**src/cie_pkg.sv**
```systemverilog
package cie_pkg;

  // Widths and depths
  localparam int PC_W        = 13;
  localparam int STACK_DEPTH = 8;
  localparam int STACK_PTR_W = 3;

  // Opcode fields and match values
  localparam logic [3:0]  LIT_LOAD_TOP  = 4'hc;    // 11 00xx
  localparam logic [3:0]  LIT_RET_TOP   = 4'hd;    // 11 01xx
  localparam logic [6:0]  STORE_TOP     = 7'h01;   // 00 0000 1
  localparam logic [5:0]  ROT_LEFT_TOP  = 6'h0d;   // 00 1101
  localparam logic [5:0]  ROT_RIGHT_TOP = 6'h0c;   // 00 1100
  localparam logic [13:0] OPC_RETURN    = 14'h0008;
  localparam logic [13:0] OPC_RET_IRQ   = 14'h0009;
  localparam logic [13:0] OPC_SLEEP     = 14'h0063;
  localparam int          DEST_BIT      = 7;

  // Register port map (word index)
  localparam logic [1:0] REG_ACC    = 2'h0;
  localparam logic [1:0] REG_STATUS = 2'h1;
  localparam logic [1:0] REG_IRQCTL = 2'h2;

  // Status and irq control field positions
  localparam int ST_CARRY_BIT     = 0;
  localparam int ST_POWERDOWN_BIT = 1;
  localparam int ST_TO_BIT        = 2;
  localparam int IRQ_ENABLE_BIT   = 7;

  // Reset values
  localparam logic [7:0]      ACC_RST       = 8'h00;
  localparam logic [7:0]      IRQCTL_RST    = 8'h00;
  localparam logic [PC_W-1:0] PC_RST        = 13'h0000;
  localparam logic            POWERDOWN_RST = 1'b1;
  localparam logic            TO_RST        = 1'b1;
  localparam logic            CARRY_RST     = 1'b0;

  // Core sequencing states
  typedef enum logic [1:0] {
    ST_RUN,
    ST_FLUSH,
    ST_SLEEP
  } cie_state_t;

  // Decoded instruction classes
  typedef struct packed {
    logic lit_load;
    logic store;
    logic ret;
    logic ret_lit;
    logic ret_irq;
    logic rot_left;
    logic rot_right;
    logic sleep;
  } cie_dec_t;

  // File register write request
  typedef struct packed {
    logic       we;
    logic [6:0] addr;
    logic [7:0] data;
  } cie_file_wr_t;

endpackage : cie_pkg

```
**src/cie_ret_stack.sv**
```systemverilog
`timescale 1ns/1ps
`default_nettype none
module cie_ret_stack
  import cie_pkg::*;
(
  // Clock and reset
  input  wire logic            clk_i,
  input  wire logic            nrst_i,
  // Push and pop
  input  wire logic            push_i,
  input  wire logic [PC_W-1:0] push_data_i,
  input  wire logic            pop_i,
  // Top entry
  output logic [PC_W-1:0]      top_o
);

  logic [PC_W-1:0]        mem [STACK_DEPTH];
  logic [STACK_PTR_W-1:0] ptr_reg;
  logic [STACK_PTR_W-1:0] ptr_next;
  logic [STACK_PTR_W-1:0] top_idx;

  // Circular stack; overflow wraps over the oldest entry
  assign top_idx  = ptr_reg - 3'h1;
  assign top_o    = mem[top_idx];
  assign ptr_next = push_i ? ptr_reg + 3'h1 : (pop_i ? top_idx : ptr_reg);

  // Pointer
  always_ff @(posedge clk_i or negedge nrst_i) begin
    if (!nrst_i) begin
      ptr_reg <= 3'h0;
    end else begin
      ptr_reg <= ptr_next;
    end
  end

  // Entry storage
  always_ff @(posedge clk_i) begin
    if (push_i) begin
      mem[ptr_reg] <= push_data_i;
    end
  end

endmodule : cie_ret_stack
`default_nettype wire

```
**src/cie_rotate.sv**
```systemverilog
`timescale 1ns/1ps
`default_nettype none
module cie_rotate
  import cie_pkg::*;
(
  // Operand
  input  wire logic       left_i,
  input  wire logic [7:0] value_i,
  input  wire logic       carry_i,
  // Result
  output logic [7:0]      result_o,
  output logic            carry_o
);

  // Rotate through carry in either direction
  assign result_o = left_i ? {value_i[6:0], carry_i} : {carry_i, value_i[7:1]};
  assign carry_o  = left_i ? value_i[7] : value_i[0];

endmodule : cie_rotate

```
**src/cpu_instr_exec_subset.sv**
```systemverilog
// Implementation choices: the address-and-strobe port and the register offsets.
`timescale 1ns/1ps
`default_nettype none
module cpu_instr_exec_subset
  import cie_pkg::*;
(
  // Clock and reset
  input  wire logic            CLK_I,
  input  wire logic            NRST_I,
  // Instruction stream
  input  wire logic [13:0]     INSTR_I,
  input  wire logic            INSTR_VALID_I,
  // Call and interrupt pushes
  input  wire logic            STACK_PUSH_I,
  input  wire logic [PC_W-1:0] PUSH_ADDR_I,
  // Wake from sleep
  input  wire logic            WAKE_I,
  // File register access
  output logic [6:0]           FILE_ADDR_O,
  input  wire logic [7:0]      FILE_RDATA_I,
  output var cie_file_wr_t     FILE_WR_O,
  // Register port
  input  wire logic [1:0]      REG_ADDR_I,
  input  wire logic [7:0]      REG_WDATA_I,
  input  wire logic            REG_WE_I,
  input  wire logic            REG_RE_I,
  output logic [7:0]           REG_RDATA_O,
  // Core state
  output logic [7:0]           ACC_O,
  output logic [PC_W-1:0]      PC_O,
  output logic                 CARRY_O,
  output logic                 IRQ_ENABLE_O,
  output logic                 POWERDOWN_O,
  output logic                 TO_O,
  output logic                 FLUSH_O,
  output logic                 SLEEP_O,
  output logic                 OSC_HALT_O,
  output logic                 WDT_CLEAR_O
);

  cie_state_t      state_reg;
  cie_state_t      state_next;
  cie_dec_t        dec;
  cie_file_wr_t    file_wr_reg;
  cie_file_wr_t    file_wr_next;
  logic [7:0]      acc_reg;
  logic [7:0]      acc_next;
  logic [7:0]      irqctl_reg;
  logic [7:0]      irqctl_next;
  logic [PC_W-1:0] pc_reg;
  logic [PC_W-1:0] pc_next;
  logic            carry_reg;
  logic            carry_next;
  logic            powerdown_reg;
  logic            powerdown_next;
  logic            to_reg;
  logic            to_next;
  logic            wdt_clr_reg;
  logic [7:0]      rdata_reg;
  logic [7:0]      rdata_next;
  logic            exec;
  logic            any_ret;
  logic            any_rot;
  logic            rot_to_file;
  logic [7:0]      rot_result;
  logic            rot_carry;
  logic [PC_W-1:0] stack_top;
  logic            sw_irqctl_we;
  logic            sw_acc_we;

  // Execution qualifier: only in run state with a valid word
  assign exec = INSTR_VALID_I && (state_reg == ST_RUN);

  assign dec.lit_load  = exec && (INSTR_I[13:10] == LIT_LOAD_TOP);
  assign dec.ret_lit   = exec && (INSTR_I[13:10] == LIT_RET_TOP);
  // Store decode; no-op falls through with no effect
  assign dec.store     = exec && (INSTR_I[13:7] == STORE_TOP);
  assign dec.ret       = exec && (INSTR_I == OPC_RETURN);
  assign dec.ret_irq   = exec && (INSTR_I == OPC_RET_IRQ);
  assign dec.rot_left  = exec && (INSTR_I[13:8] == ROT_LEFT_TOP);
  assign dec.rot_right = exec && (INSTR_I[13:8] == ROT_RIGHT_TOP);
  assign dec.sleep     = exec && (INSTR_I == OPC_SLEEP);

  // Grouped decode terms
  assign any_ret      = dec.ret || dec.ret_lit || dec.ret_irq;
  assign any_rot      = dec.rot_left || dec.rot_right;
  assign rot_to_file  = any_rot && INSTR_I[DEST_BIT];
  assign sw_irqctl_we = REG_WE_I && (REG_ADDR_I == REG_IRQCTL);
  assign sw_acc_we    = REG_WE_I && (REG_ADDR_I == REG_ACC);
  assign FILE_ADDR_O  = INSTR_I[6:0];

  // Rotate unit
  cie_rotate u_rotate (
    .left_i   (dec.rot_left),
    .value_i  (FILE_RDATA_I),
    .carry_i  (carry_reg),
    .result_o (rot_result),
    .carry_o  (rot_carry)
  );

  // Return stack, popped by every return form
  cie_ret_stack u_stack (
    .clk_i       (CLK_I),
    .nrst_i      (NRST_I),
    .push_i      (STACK_PUSH_I),
    .push_data_i (PUSH_ADDR_I),
    .pop_i       (any_ret),
    .top_o       (stack_top)
  );

  // Sequencing: returns flush one slot, sleep halts until wake
  always_comb begin
    state_next = state_reg;
    unique case (state_reg)
      ST_RUN: begin
        if (any_ret) begin
          state_next = ST_FLUSH;
        end else if (dec.sleep) begin
          state_next = ST_SLEEP;
        end
      end
      ST_FLUSH: begin
        state_next = ST_RUN;
      end
      ST_SLEEP: begin
        if (WAKE_I) begin
          state_next = ST_RUN;
        end
      end
    endcase
  end

  // Program counter: returns take the popped top, else step on each slot outside sleep
  always_comb begin
    pc_next = pc_reg;
    if (any_ret) begin
      pc_next = stack_top;
    end else if (state_reg != ST_SLEEP) begin
      pc_next = pc_reg + 13'h0001;
    end
  end

  // Accumulator: instruction results win over a software write
  always_comb begin
    acc_next = sw_acc_we ? REG_WDATA_I : acc_reg;
    if (dec.lit_load || dec.ret_lit) begin
      acc_next = INSTR_I[7:0];
    end else if (any_rot && !INSTR_I[DEST_BIT]) begin
      acc_next = rot_result;
    end
  end

  // Flags: only rotates touch carry, only sleep touches pd and to
  always_comb begin
    carry_next  = any_rot ? rot_carry : carry_reg;
    powerdown_next = dec.sleep ? 1'b0 : powerdown_reg;
    to_next     = dec.sleep ? 1'b1 : to_reg;
    irqctl_next = sw_irqctl_we ? REG_WDATA_I : irqctl_reg;
    // Hardware set beats a software clear
    if (dec.ret_irq) begin
      irqctl_next[IRQ_ENABLE_BIT] = 1'b1;
    end
  end

  // File register write-back
  always_comb begin
    file_wr_next      = '0;
    file_wr_next.addr = INSTR_I[6:0];
    if (dec.store) begin
      file_wr_next.we   = 1'b1;
      file_wr_next.data = acc_reg;
    end else if (rot_to_file) begin
      file_wr_next.we   = 1'b1;
      file_wr_next.data = rot_result;
    end
  end

  // Register port read mux
  always_comb begin
    rdata_next = 8'h00;
    if (REG_RE_I) begin
      unique case (REG_ADDR_I)
        REG_ACC:    rdata_next = acc_reg;
        REG_STATUS: begin
          rdata_next[ST_CARRY_BIT]     = carry_reg;
          rdata_next[ST_POWERDOWN_BIT] = powerdown_reg;
          rdata_next[ST_TO_BIT]        = to_reg;
        end
        REG_IRQCTL: rdata_next = irqctl_reg;
        default:    rdata_next = 8'h00;
      endcase
    end
  end

  // State registers
  always_ff @(posedge CLK_I or negedge NRST_I) begin
    if (!NRST_I) begin
      state_reg   <= ST_RUN;
      pc_reg      <= PC_RST;
      acc_reg     <= ACC_RST;
      carry_reg   <= CARRY_RST;
      powerdown_reg <= POWERDOWN_RST;
      to_reg      <= TO_RST;
      irqctl_reg  <= IRQCTL_RST;
    end else begin
      state_reg   <= state_next;
      pc_reg      <= pc_next;
      acc_reg     <= acc_next;
      carry_reg   <= carry_next;
      powerdown_reg <= powerdown_next;
      to_reg      <= to_next;
      irqctl_reg  <= irqctl_next;
    end
  end

  // Output registers
  always_ff @(posedge CLK_I or negedge NRST_I) begin
    if (!NRST_I) begin
      file_wr_reg <= '0;
      rdata_reg   <= 8'h00;
      wdt_clr_reg <= 1'b0;
    end else begin
      file_wr_reg <= file_wr_next;
      rdata_reg   <= rdata_next;
      wdt_clr_reg <= dec.sleep;
    end
  end

  // Output drive
  assign FILE_WR_O   = file_wr_reg;
  assign REG_RDATA_O = rdata_reg;
  assign ACC_O       = acc_reg;
  assign PC_O        = pc_reg;
  assign CARRY_O     = carry_reg;
  assign IRQ_ENABLE_O = irqctl_reg[IRQ_ENABLE_BIT];
  assign POWERDOWN_O  = powerdown_reg;
  assign TO_O        = to_reg;
  assign FLUSH_O     = (state_reg == ST_FLUSH);
  assign SLEEP_O     = (state_reg == ST_SLEEP);
  assign OSC_HALT_O  = (state_reg == ST_SLEEP);
  assign WDT_CLEAR_O = wdt_clr_reg;
endmodule : cpu_instr_exec_subset
`default_nettype wire

```
**config.mk**
```make
export PLATFORM = sky130hd
export DESIGN_NAME = cpu_instr_exec_subset
export DESIGN_NICKNAME = d
export VERILOG_FILES = /design/src/cie_pkg.sv /design/src/cie_ret_stack.sv /design/src/cie_rotate.sv /design/src/cpu_instr_exec_subset.sv
export SDC_FILE = /design/constraint.sdc
export NUM_CORES = 1
export LEC_CHECK = 0
export ABC_AREA = 0
export ABC_CLOCK_PERIOD_IN_PS = 3100
export BUFFER_PORTS_ARGS = -buffer_cell sky130_fd_sc_hd__buf_2
export CAP_MARGIN = 20
export CELL_PAD_IN_SITES_DETAIL_PLACEMENT = 2
export CELL_PAD_IN_SITES_GLOBAL_PLACEMENT = 2
export CORE_ASPECT_RATIO = 1.1
export CORE_UTILIZATION = 35
export CTS_BUF_LIST = sky130_fd_sc_hd__clkbuf_16
export CTS_CLUSTER_DIAMETER = 100
export DETAILED_ROUTE_END_ITERATION = 8
export PLACE_DENSITY = 0.71
export SYNTH_ARGS = -nofsm -noshare
export SYNTH_HDL_FRONTEND = slang
export SYNTH_HIERARCHICAL = 1
export SYNTH_SLANG_ARGS = --single-unit
```
**constraint.sdc**
```tcl
create_clock -name CLK_I -period 3.1 [get_ports CLK_I]
set_input_delay 0.465 -clock CLK_I [delete_from_list [all_inputs] [get_ports CLK_I]]
set_output_delay 0.465 -clock CLK_I [all_outputs]
set_load 0.03 [all_outputs]
```
# Yosys cells after proc, flatten, opt, wreduce, memory -nomap -nowiden
# Memory sizes are Yosys's and may differ from the RTL's.
# Index checks and enable logic that the tools add are counted.
dict set report word_totals {
  rom_bits 0
  latchBits 0
  mem_count 1
  ram_bits 104
  ff_bits 61
  out_inout_bits 60
}
dict set report classes {
  order_cmp 0
  n_reduce_logical 25
  n_mul 0
  muxes 24
  addsub 3
  n_eq_ne 15
  bitwise_logic 0
  n_div 0
  shifts 0
}
# name depth word_bits rd rd_clocked_by_memory_dff wr line_no
set mem_list {}
lappend mem_list {u_stack.mem 8 13 1 0 1 cie_ret_stack.sv:17} ;# logic [PC_W-1:0] mem [STACK_DEPTH];
# op n
set op_table {}
lappend op_table {{8-bit two-way mux} 8}
lappend op_table {{14-bit by 4-bit equality test with 1-bit output (second input constant)} 2}
lappend op_table {{13-bit two-way mux} 2}
lappend op_table {{14-bit by 7-bit equality test with 1-bit output (second input constant)} 1}
lappend op_table {{13-bit by 1-bit adder with 13-bit output (second input constant)} 1}
lappend op_table {{1-bit logical AND} 13}
lappend op_table {{6-bit by 4-bit equality test with 1-bit output (second input constant)} 2}
lappend op_table {{5-bit one-hot mux with 2 select lines} 1}
lappend op_table {{3-bit one-hot mux with 3 select lines} 1}
lappend op_table {{4-bit equality test (second input constant)} 2}
lappend op_table {{7-bit by 1-bit equality test with 1-bit output (second input constant)} 1}
lappend op_table {{1-bit two-way mux} 6}
lappend op_table {{2-bit two-way mux} 3}
lappend op_table {{3-bit two-way mux} 2}
lappend op_table {{2-bit one-hot mux with 3 select lines} 1}
lappend op_table {{2-bit nonzero test} 3}
lappend op_table {{2-bit by 1-bit equality test with 1-bit output (second input constant)} 2}
lappend op_table {{2-bit equality test (second input constant)} 2}
lappend op_table {{2-bit logical NOT} 2}
lappend op_table {{1-bit logical OR} 4}
lappend op_table {{2-bit != test (second input constant)} 2}
lappend op_table {{3-bit by 1-bit adder with 3-bit output (second input constant)} 1}
lappend op_table {{3-bit by 2-bit != test with 1-bit output (second input constant)} 1}
lappend op_table {{3-bit nonzero test} 1}
lappend op_table {{other kinds (3)} 3}

# Longest topological paths before layout
# Gate-level depths: netlist of run 1.
dict set report depth {
  depth_word 7
  ltp_mapped 10
  ltp_nobuf 8
}

# Modules after synthesis
# The synthesis of run 1 kept the hierarchy.
# module instances seq_area_each_um2 cells_each area_each_um2
set modules_own_cells {}
lappend modules_own_cells {cie_ret_stack 1 3198.1 267 4408.0}
lappend modules_own_cells {cpu_instr_exec_subset 1 1452.6 257 2897.8}
lappend modules_own_cells {cie_rotate 1 0.0 10 146.4}

# Least setup slack after synthesis of run 1
# Ideal clock, no wire load.
dict set report synth_path {
  path_kind {reg2reg}
  startpoint {reg state_reg[0]}
  endpoint {reg acc_reg[0] (netlist: ACC_O[0])}
  setup_slack_ns 0.774
  path_stages_with_launch 11
  n_path_buf 2
  arrival_ns 2.200
  setup_ns 0.127
  cell_sequence {dfrtp_1 inv_1 ha_1 and4_1 clkbuf_1 and3_1 buf_6 mux2_4 and3_1 a211oi_1 o31ai_1}
}
# element line_no
set synth_rtl {}
lappend synth_rtl {{start: declaration} cpu_instr_exec_subset.sv:41} ;# cie_state_t state_reg;
lappend synth_rtl {{start signal: assignment} cpu_instr_exec_subset.sv:206} ;# state_reg <= state_next;
lappend synth_rtl {{end signal: assignment} cpu_instr_exec_subset.sv:208} ;# acc_reg <= acc_next;
lappend synth_rtl {{end: declaration} cpu_instr_exec_subset.sv:46} ;# logic [7:0] acc_reg;

==> results of run 1 <==
## worst paths after layout
| path | start | cells after the start | end | slack [ns] |
|---|---|---|---|---|
| setup / recovery | state_reg[0]$_DFFE_PN0P_ | 8 | ACC_O[3]$_DFFE_PN0P_ | 0.50 |
| hold / removal | INSTR_I[1] | 1 | FILE_WR_O[9]$_DFF_PN0_ | 0.20 |
| setup reg to reg | state_reg[0]$_DFFE_PN0P_ | 8 | ACC_O[3]$_DFFE_PN0P_ | 0.50 |
| hold reg to reg | irqctl_reg[1]$_DFFE_PN0P_ | 1 | irqctl_reg[1]$_DFFE_PN0P_ | 0.51 |
| max in group asynchronous | NRST_I | 3 | POWERDOWN_O$_DFFE_PN1P_ | 1.82 |
| min in group asynchronous | NRST_I | 2 | REG_RDATA_O[7]$_DFF_PN0_ | 0.53 |
## cell type report
cell class,count,share of cell area [%]
clock buffer,17,4.782
clock inverter,15,2.433
timing repair buffer,130,8.045
sequential,165,52.28
multi-input combinational,325,28.09
inverter,8,0.3376
tap,285,4.008
antenna,1,0.02813
## power groups by stage
stage	logic [µW]	registers, µW	clock network, µW
after floorplan	2240	3230	0
after global placement	3340	3020	0
after detailed placement	3500	3060	0
after CTS	3550	3020	2340
after global routing	3740	3060	2420
final	3500	3020	2290
## cells by family (layout without fill, tap and decap cells)
logic type | after synthesis | in the layout | synth area share (%)
muxes | 101 | 101 | 14.56
other | 1 | 2 | 0.05032
DFF | 165 | 165 | 62.41
AOI/OAI and AO/OA | 25 | 25 | 2.401
adders and majority gates | 6 | 6 | 1.007
buffers and inverters | 44 | 170 | 4.097
xor gates and xnor gates | 16 | 16 | 2.082
and+or+nand+nor | 176 | 176 | 13.40
## worst max-delay path: stages (launching register included)
cell      delay (ns)
dfrtp_1         0.39
inv_1           0.12
ha_1            0.26
and4_1          0.23
and3_1          0.55
mux2_4          0.37
and3_1          0.16
a211oi_1        0.27
o31ai_1         0.13
## timing repair
| action | in CTS | in global routing |
|---|---|---|
| hold buffers | 1 | 0 |
| hold endpoints to repair | 19 | 0 |
| setup endpoints to repair | 0 | 0 |
## layout by cell type, fill, tap and decap left out, types with 2 or more instances in the layout
master,n
a211oi_1,8
and2_1,4
and3_1,10
and4_1,14
buf_2,110
buf_4,18
bufinv_16,2
clkbuf_16,17
clkinv_8,4
dfrtp_1,60
edfxtp_1,104
ha_1,5
inv_1,7
inv_6,4
inv_8,5
mux2_2,23
mux2_4,9
mux2i_1,69
nand2_1,14
nand2b_1,3
nand3_1,56
nand3b_1,3
nand4_1,12
nand4b_1,3
nor2_1,33
nor2b_1,2
nor3_1,8
nor4_1,3
nor4b_1,3
o21ai_0,4
o2bb2ai_1,2
o31ai_1,8
xnor2_1,6
xor2_1,8
## synth_stat cells (4+ instances only)
master / count / area [µm²]
buf_6: 9 / 101.4
clkbuf_1: 5 / 18.77
and4_1: 14 / 122.6
buf_2: 8 / 40.04
nand2_1: 14 / 52.55
edfxtp_1: 104 / 3123
nand4_1: 12 / 75.07
mux2_2: 23 / 259.0
dfrtp_1: 60 / 1501
xnor2_1: 6 / 52.55
mux2_4: 9 / 135.1
a211oi_1: 8 / 60.06
nor3_1: 8 / 40.04
xor2_1: 8 / 70.07
o31ai_1: 8 / 60.06
and3_1: 10 / 62.56
mux2i_1: 69 / 690.7
o21ai_0: 4 / 20.02
ha_1: 6 / 75.07
nor2_1: 33 / 123.9
and2_1: 4 / 25.02
buf_4: 11 / 82.58
inv_1: 7 / 26.28
nand3_1: 56 / 280.3
## through the flow
step	instance area [µm²]	power [µW]	setup WS, ns	util, %
floorplan	7452	5472	0.7738	-
finish	8896	8808	0.4990	42.95
global route	8896	9222	0.2877	42.95
detailed placement	8242	6566	0.4854	39.79
CTS	8894	8905	0.4788	42.94
global placement	8242	6365	0.5607	39.79
## metal layers
layer / wire length [µm] / vias up / track usage [%] / share of wire (%)
li1: - / 2226 / - / -
met2: 11810 / 119 / 38.17 / 54
met1: 9008 / 2595 / 24.24 / 41
met3: 796 / 34 / 3.940 / 3.6
met5: 0 / - / 0 / 0
met4: 428 / 0 / 7.143 / 1.9
==> run metrics, run 1 <==
run status finished clean; P_sw 3525 µW; Max Fclk approximately 380 MHz; power density cells just under 1000 mW/mm²; GR Overflow Total 0; Sequential Power Share about 34%; initial antenna violation count 1; # fillers between 2k and 2.5k; Final period util 83.90%; Crit Path Max Fanout 9; Die Span Y approximately 160 µm; Int Power roughly 5300 µW; Clock transition at path regs ~0.07 ns; required time of the critical path approximately 3.4 ns; Syn Std Cell Area approximately 0.0075 mm²; HP Class in -> reg; DP Cell Count ~900; vias post-DR between 4k and 5k; min cycle time layout roughly 2.6 ns; hold slack final just over 0.2 ns; worst slew pin tran 0.7589 ns; drt pass-1 iters 4; RD Place Congestion 0.8114; clk_lat worst skew approximately 0.44 ns; Post-CTS Setup Inserts 0; register bit total from synthesis approximately 170; post-synthesis net count 592; CP Capture Type register; CTS tree built; Layout Cells excl Fill ~950; startpoint types register; Logic pwr share between 30% and 40%; final hold vios 0; Rows between 50 and 60; Antenna Nets Post-Route 0; Switching Fraction roughly two fifths; asr flop ratio synth about 37%; Ys Warns 6; Setup violations, final 0; Starting Density 35.98%; total CTS buffers 17; cell count after synthesis 534; clk buf depth 2; setup TNS 0 ns; Die Width roughly 140 µm; syn_area_per_cell roughly 14 µm²; Netlist cell types 50; DRT Wirelength approximately 22000 µm; CTS root buf clkbuf_16; CP arrival 2.91 ns; P_leak between 0.003 and 0.004 µW; Slew HR between 40 and 50%; Core ar. approximately 0.021 mm²; Peak VDD IR 536.1 µV; Layout Nets about 700; die area 0.02188 mm²; clock skew just over 0.01 ns; Slew Limit Fails 0; Post-synth EDFFs around 100; vias in the first global route between 5k and 6k; Resized Gates After CTS 0; port buffer count 110; synth-to-layout area growth 19.38%; WS Path Type reg -> reg; multi-input logic area 0.002499 mm²; initial drt markers 173; Top Ports 112; FF/Latch Area between 0.004 and 0.005 mm²; unrepaired setup endpoints after global routing no; hpwl dp ~15000 µm; Biggest register u_stack/mem; top_reg_cell synth edfxtp_1; drt wl/cell ~23 µm; vias per cell roughly 5.3; sequential fraction of the synthesis area between 60 and 70%; largest net degree at the start of global routing 32; drt drc 0; layout cells sized above 1 30.76%; Clock power frac about a quarter; # clock sinks approximately 170; Largest register FFs 104; max-cap violations 0; htree depth 4; first-pass GRT wire length roughly 33000 µm; Global Route Usage Sum a little over a fifth
(Power assumes the default switching activity.)
==> inputs of run 2 (changes only) <==
--- a/config.mk
+++ b/config.mk
@@ -6,7 +6,7 @@
 export NUM_CORES = 1
 export LEC_CHECK = 0
 export ABC_AREA = 0
-export ABC_CLOCK_PERIOD_IN_PS = 3100
+export ABC_CLOCK_PERIOD_IN_PS = 2700
 export BUFFER_PORTS_ARGS = -buffer_cell sky130_fd_sc_hd__buf_2
 export CAP_MARGIN = 20
 export CELL_PAD_IN_SITES_DETAIL_PLACEMENT = 2
==> constraint.sdc (replaced) <==
create_clock -name CLK_I -period 2.7 [get_ports CLK_I]
set_input_delay 0.405 -clock CLK_I [delete_from_list [all_inputs] [get_ports CLK_I]]
set_output_delay 0.405 -clock CLK_I [all_outputs]
set_load 0.03 [all_outputs]
==> run metrics, run 2 (same netlist as run 1, synthesis figures left out) <==
run status finished clean; CTS root buf clkbuf_16; min cycle time layout 2.484 ns (-0.1172 ns); post-route worst setup slack 0.2162 ns (-0.2828 ns); Final Util 43.10% (+0.15 points); Layout Nets 715 (+1.4%); # clock sinks 165 (unchanged); synth-to-layout area growth 19.80%; most common cell after layout, fill and taps aside buf_2; Resized Gates After CTS 0 (unchanged); GR Overflow Total 0 (unchanged); reg2reg start state_reg[0]$_DFFE_PN0P_; Starting Density 35.98% (unchanged); DP Cell Count 922 (+1.1%); Worst Hold Path EP FILE_WR_O[9]$_DFF_PN0_; HP Class in -> reg; Global Route Usage Sum 20.22% (-0.62 points); Worst R2R Setup Slack 0.22 ns (-0.28 ns); Crit Path Max Fanout 9 (unchanged); Core ar. 0.02071 mm² (unchanged); # fillers 2063 (-0.19%); initial drt markers 244 (+41%); CP arrival 2.79 ns (-0.12 ns); required time of the critical path 3.01 ns (-0.40 ns); setup TNS 0 ns (unchanged); vias post-DR 4918 (-1.1%); Min-Delay Path Depth 1 (unchanged); P_leak 0.003790 µW (+0.77%); hold_buf cts 1 (unchanged); Largest register FFs 104 (unchanged); layout cells sized above 1 31.79% (+1.0 points); FF/Latch Area 0.004651 mm² (unchanged); Antenna Nets Post-Route 0 (unchanged); drt wl/cell 22.01 µm (-5.5%); Final period util 91.99% (+8.1 points); Setup violations, final 0 (unchanged); Slew Limit Fails 0 (unchanged); cell area after placement 0.008317 mm² (+0.91%); Die Width 141.1 µm (unchanged); hold path startpoint INSTR_I[1]; clock skew 0.01065 ns (+0.0002964 ns); hpwl dp 15080 µm (-1.1%); vias in the first global route 5555 (+0.91%); WS Path Type reg -> reg; drt drc 0 (unchanged); total CTS buffers 17 (unchanged); Rows 55 (unchanged); most frequent cells in the layout buf_2 (110), edfxtp_1 (104), mux2i_1 (69), dfrtp_1 (60), nand3_1 (56); drt pass-1 iters 4 (unchanged); final hold vios 0 (unchanged); Die Span Y 155.0 µm (unchanged); Biggest register u_stack/mem; initial antenna violation count 1 (unchanged); worst slew pin tran 0.6260 ns (-0.1329 ns); first-pass GRT wire length 32390 µm (-2.9%); htree depth 4 (unchanged); RD Place Congestion 0.8105 (-0.11%); power density cells 1107 mW/mm² (+12%); Slew HR 57.95% (+8.7 points); unrepaired setup endpoints after global routing no; Clock transition at path regs 0.07 ns (about the same); Max Fclk 402.6 MHz (+4.7%); Inserted Diodes 0 (-1); startpoint types register; Top Ports 112 (unchanged); die area 0.02188 mm² (unchanged); CP Capture Type register; dpl ws 0.2553 ns (-0.2301 ns); CTS tree built; clk_lat worst skew 0.44 ns (about the same); Layout Cells excl Fill 955 (+0.95%); Reg-to-Reg End ACC_O[2]$_DFFE_PN0P_; DRT Wirelength 21020 µm (-4.6%); max-cap violations 0 (unchanged); vias per cell 5.150 (-2.1%); clk buf depth 2 (unchanged); port buffer count 110 (unchanged); multi-input logic area 0.002499 mm² (unchanged); finished layout cell area 0.008927 mm² (+0.35%); Post-CTS Setup Inserts 0 (unchanged); largest net degree at the start of global routing 37 (+16%); Peak VDD IR 792.1 µV (+48%); R2R depth 8 (unchanged)
==> run 2: cell count changes in the layout (fill, tap and decap cells not counted) <==
cell	delta
clkinvlp_4	+1
bufinv_16	-2
buf_4	+10
inv_8	+1
diode_2	-1
inv_6	-3
clkinv_4	+3
==> run 2: how the worst max path moves through the flow <==
stage / start / end / slack (ns)
6_report: state_reg[0]$_DFFE_PN0P_ / ACC_O[2]$_DFFE_PN0P_ / 0.22
5_1_grt: state_reg[0]$_DFFE_PN0P_ / ACC_O[6]$_DFFE_PN0P_ / 0.07
4_1_cts: state_reg[0]$_DFFE_PN0P_ / ACC_O[4]$_DFFE_PN0P_ / 0.24
3_5_place_dp: state_reg[1]$_DFFE_PN0P_ / ACC_O[4]$_DFFE_PN0P_ / 0.26
3_3_place_gp: state_reg[0]$_DFFE_PN0P_ / ACC_O[6]$_DFFE_PN0P_ / 0.36
2_1_floorplan: state_reg[0]$_DFFE_PN0P_ / ACC_O[0]$_DFFE_PN0P_ / 0.37
==> run 2: critical path, stage by stage (launching register included) <==
cell and delay [ns]:
dfrtp_1 0.38, inv_1 0.11, ha_1 0.24, and4_1 0.24, and3_1 0.53, mux2_4 0.36
and3_1 0.14, a211oi_1 0.24, o31ai_1 0.13
==> run 2: layout make-up <==
cell class / instances / share of cell area (%)
inverter: 8 / 0.3364
tap: 285 / 3.994
multi-input combinational: 325 / 27.99
timing repair buffer: 140 / 8.858
clock buffer: 17 / 4.765
clock inverter: 15 / 1.962
sequential: 165 / 52.10
==> run 2: metal layers <==
metal	track usage [%]	wire [µm]	vias up
li1	-	-	2242
met1	23.67	8574	2522
met2	36.19	11080	119
met3	4.063	859	33
met4	7.971	490	2
met5	0	13	-
==> run 2: power by group <==
part	switching, µW	internal (µW)	total [µW]
clock network	1180	1250	2430
logic	2490	1510	4000
registers	313	3140	3460
==> run 2: through the flow <==
stage | hold slack (ns) | total power, µW
floorplan | 0.1094 | 6282
global placement | 0.4259 | 7344
detailed placement | 0.4450 | 7532
CTS | 0.1167 | 10020
global route | 0.1222 | 10360
finish | 0.1317 | 9881
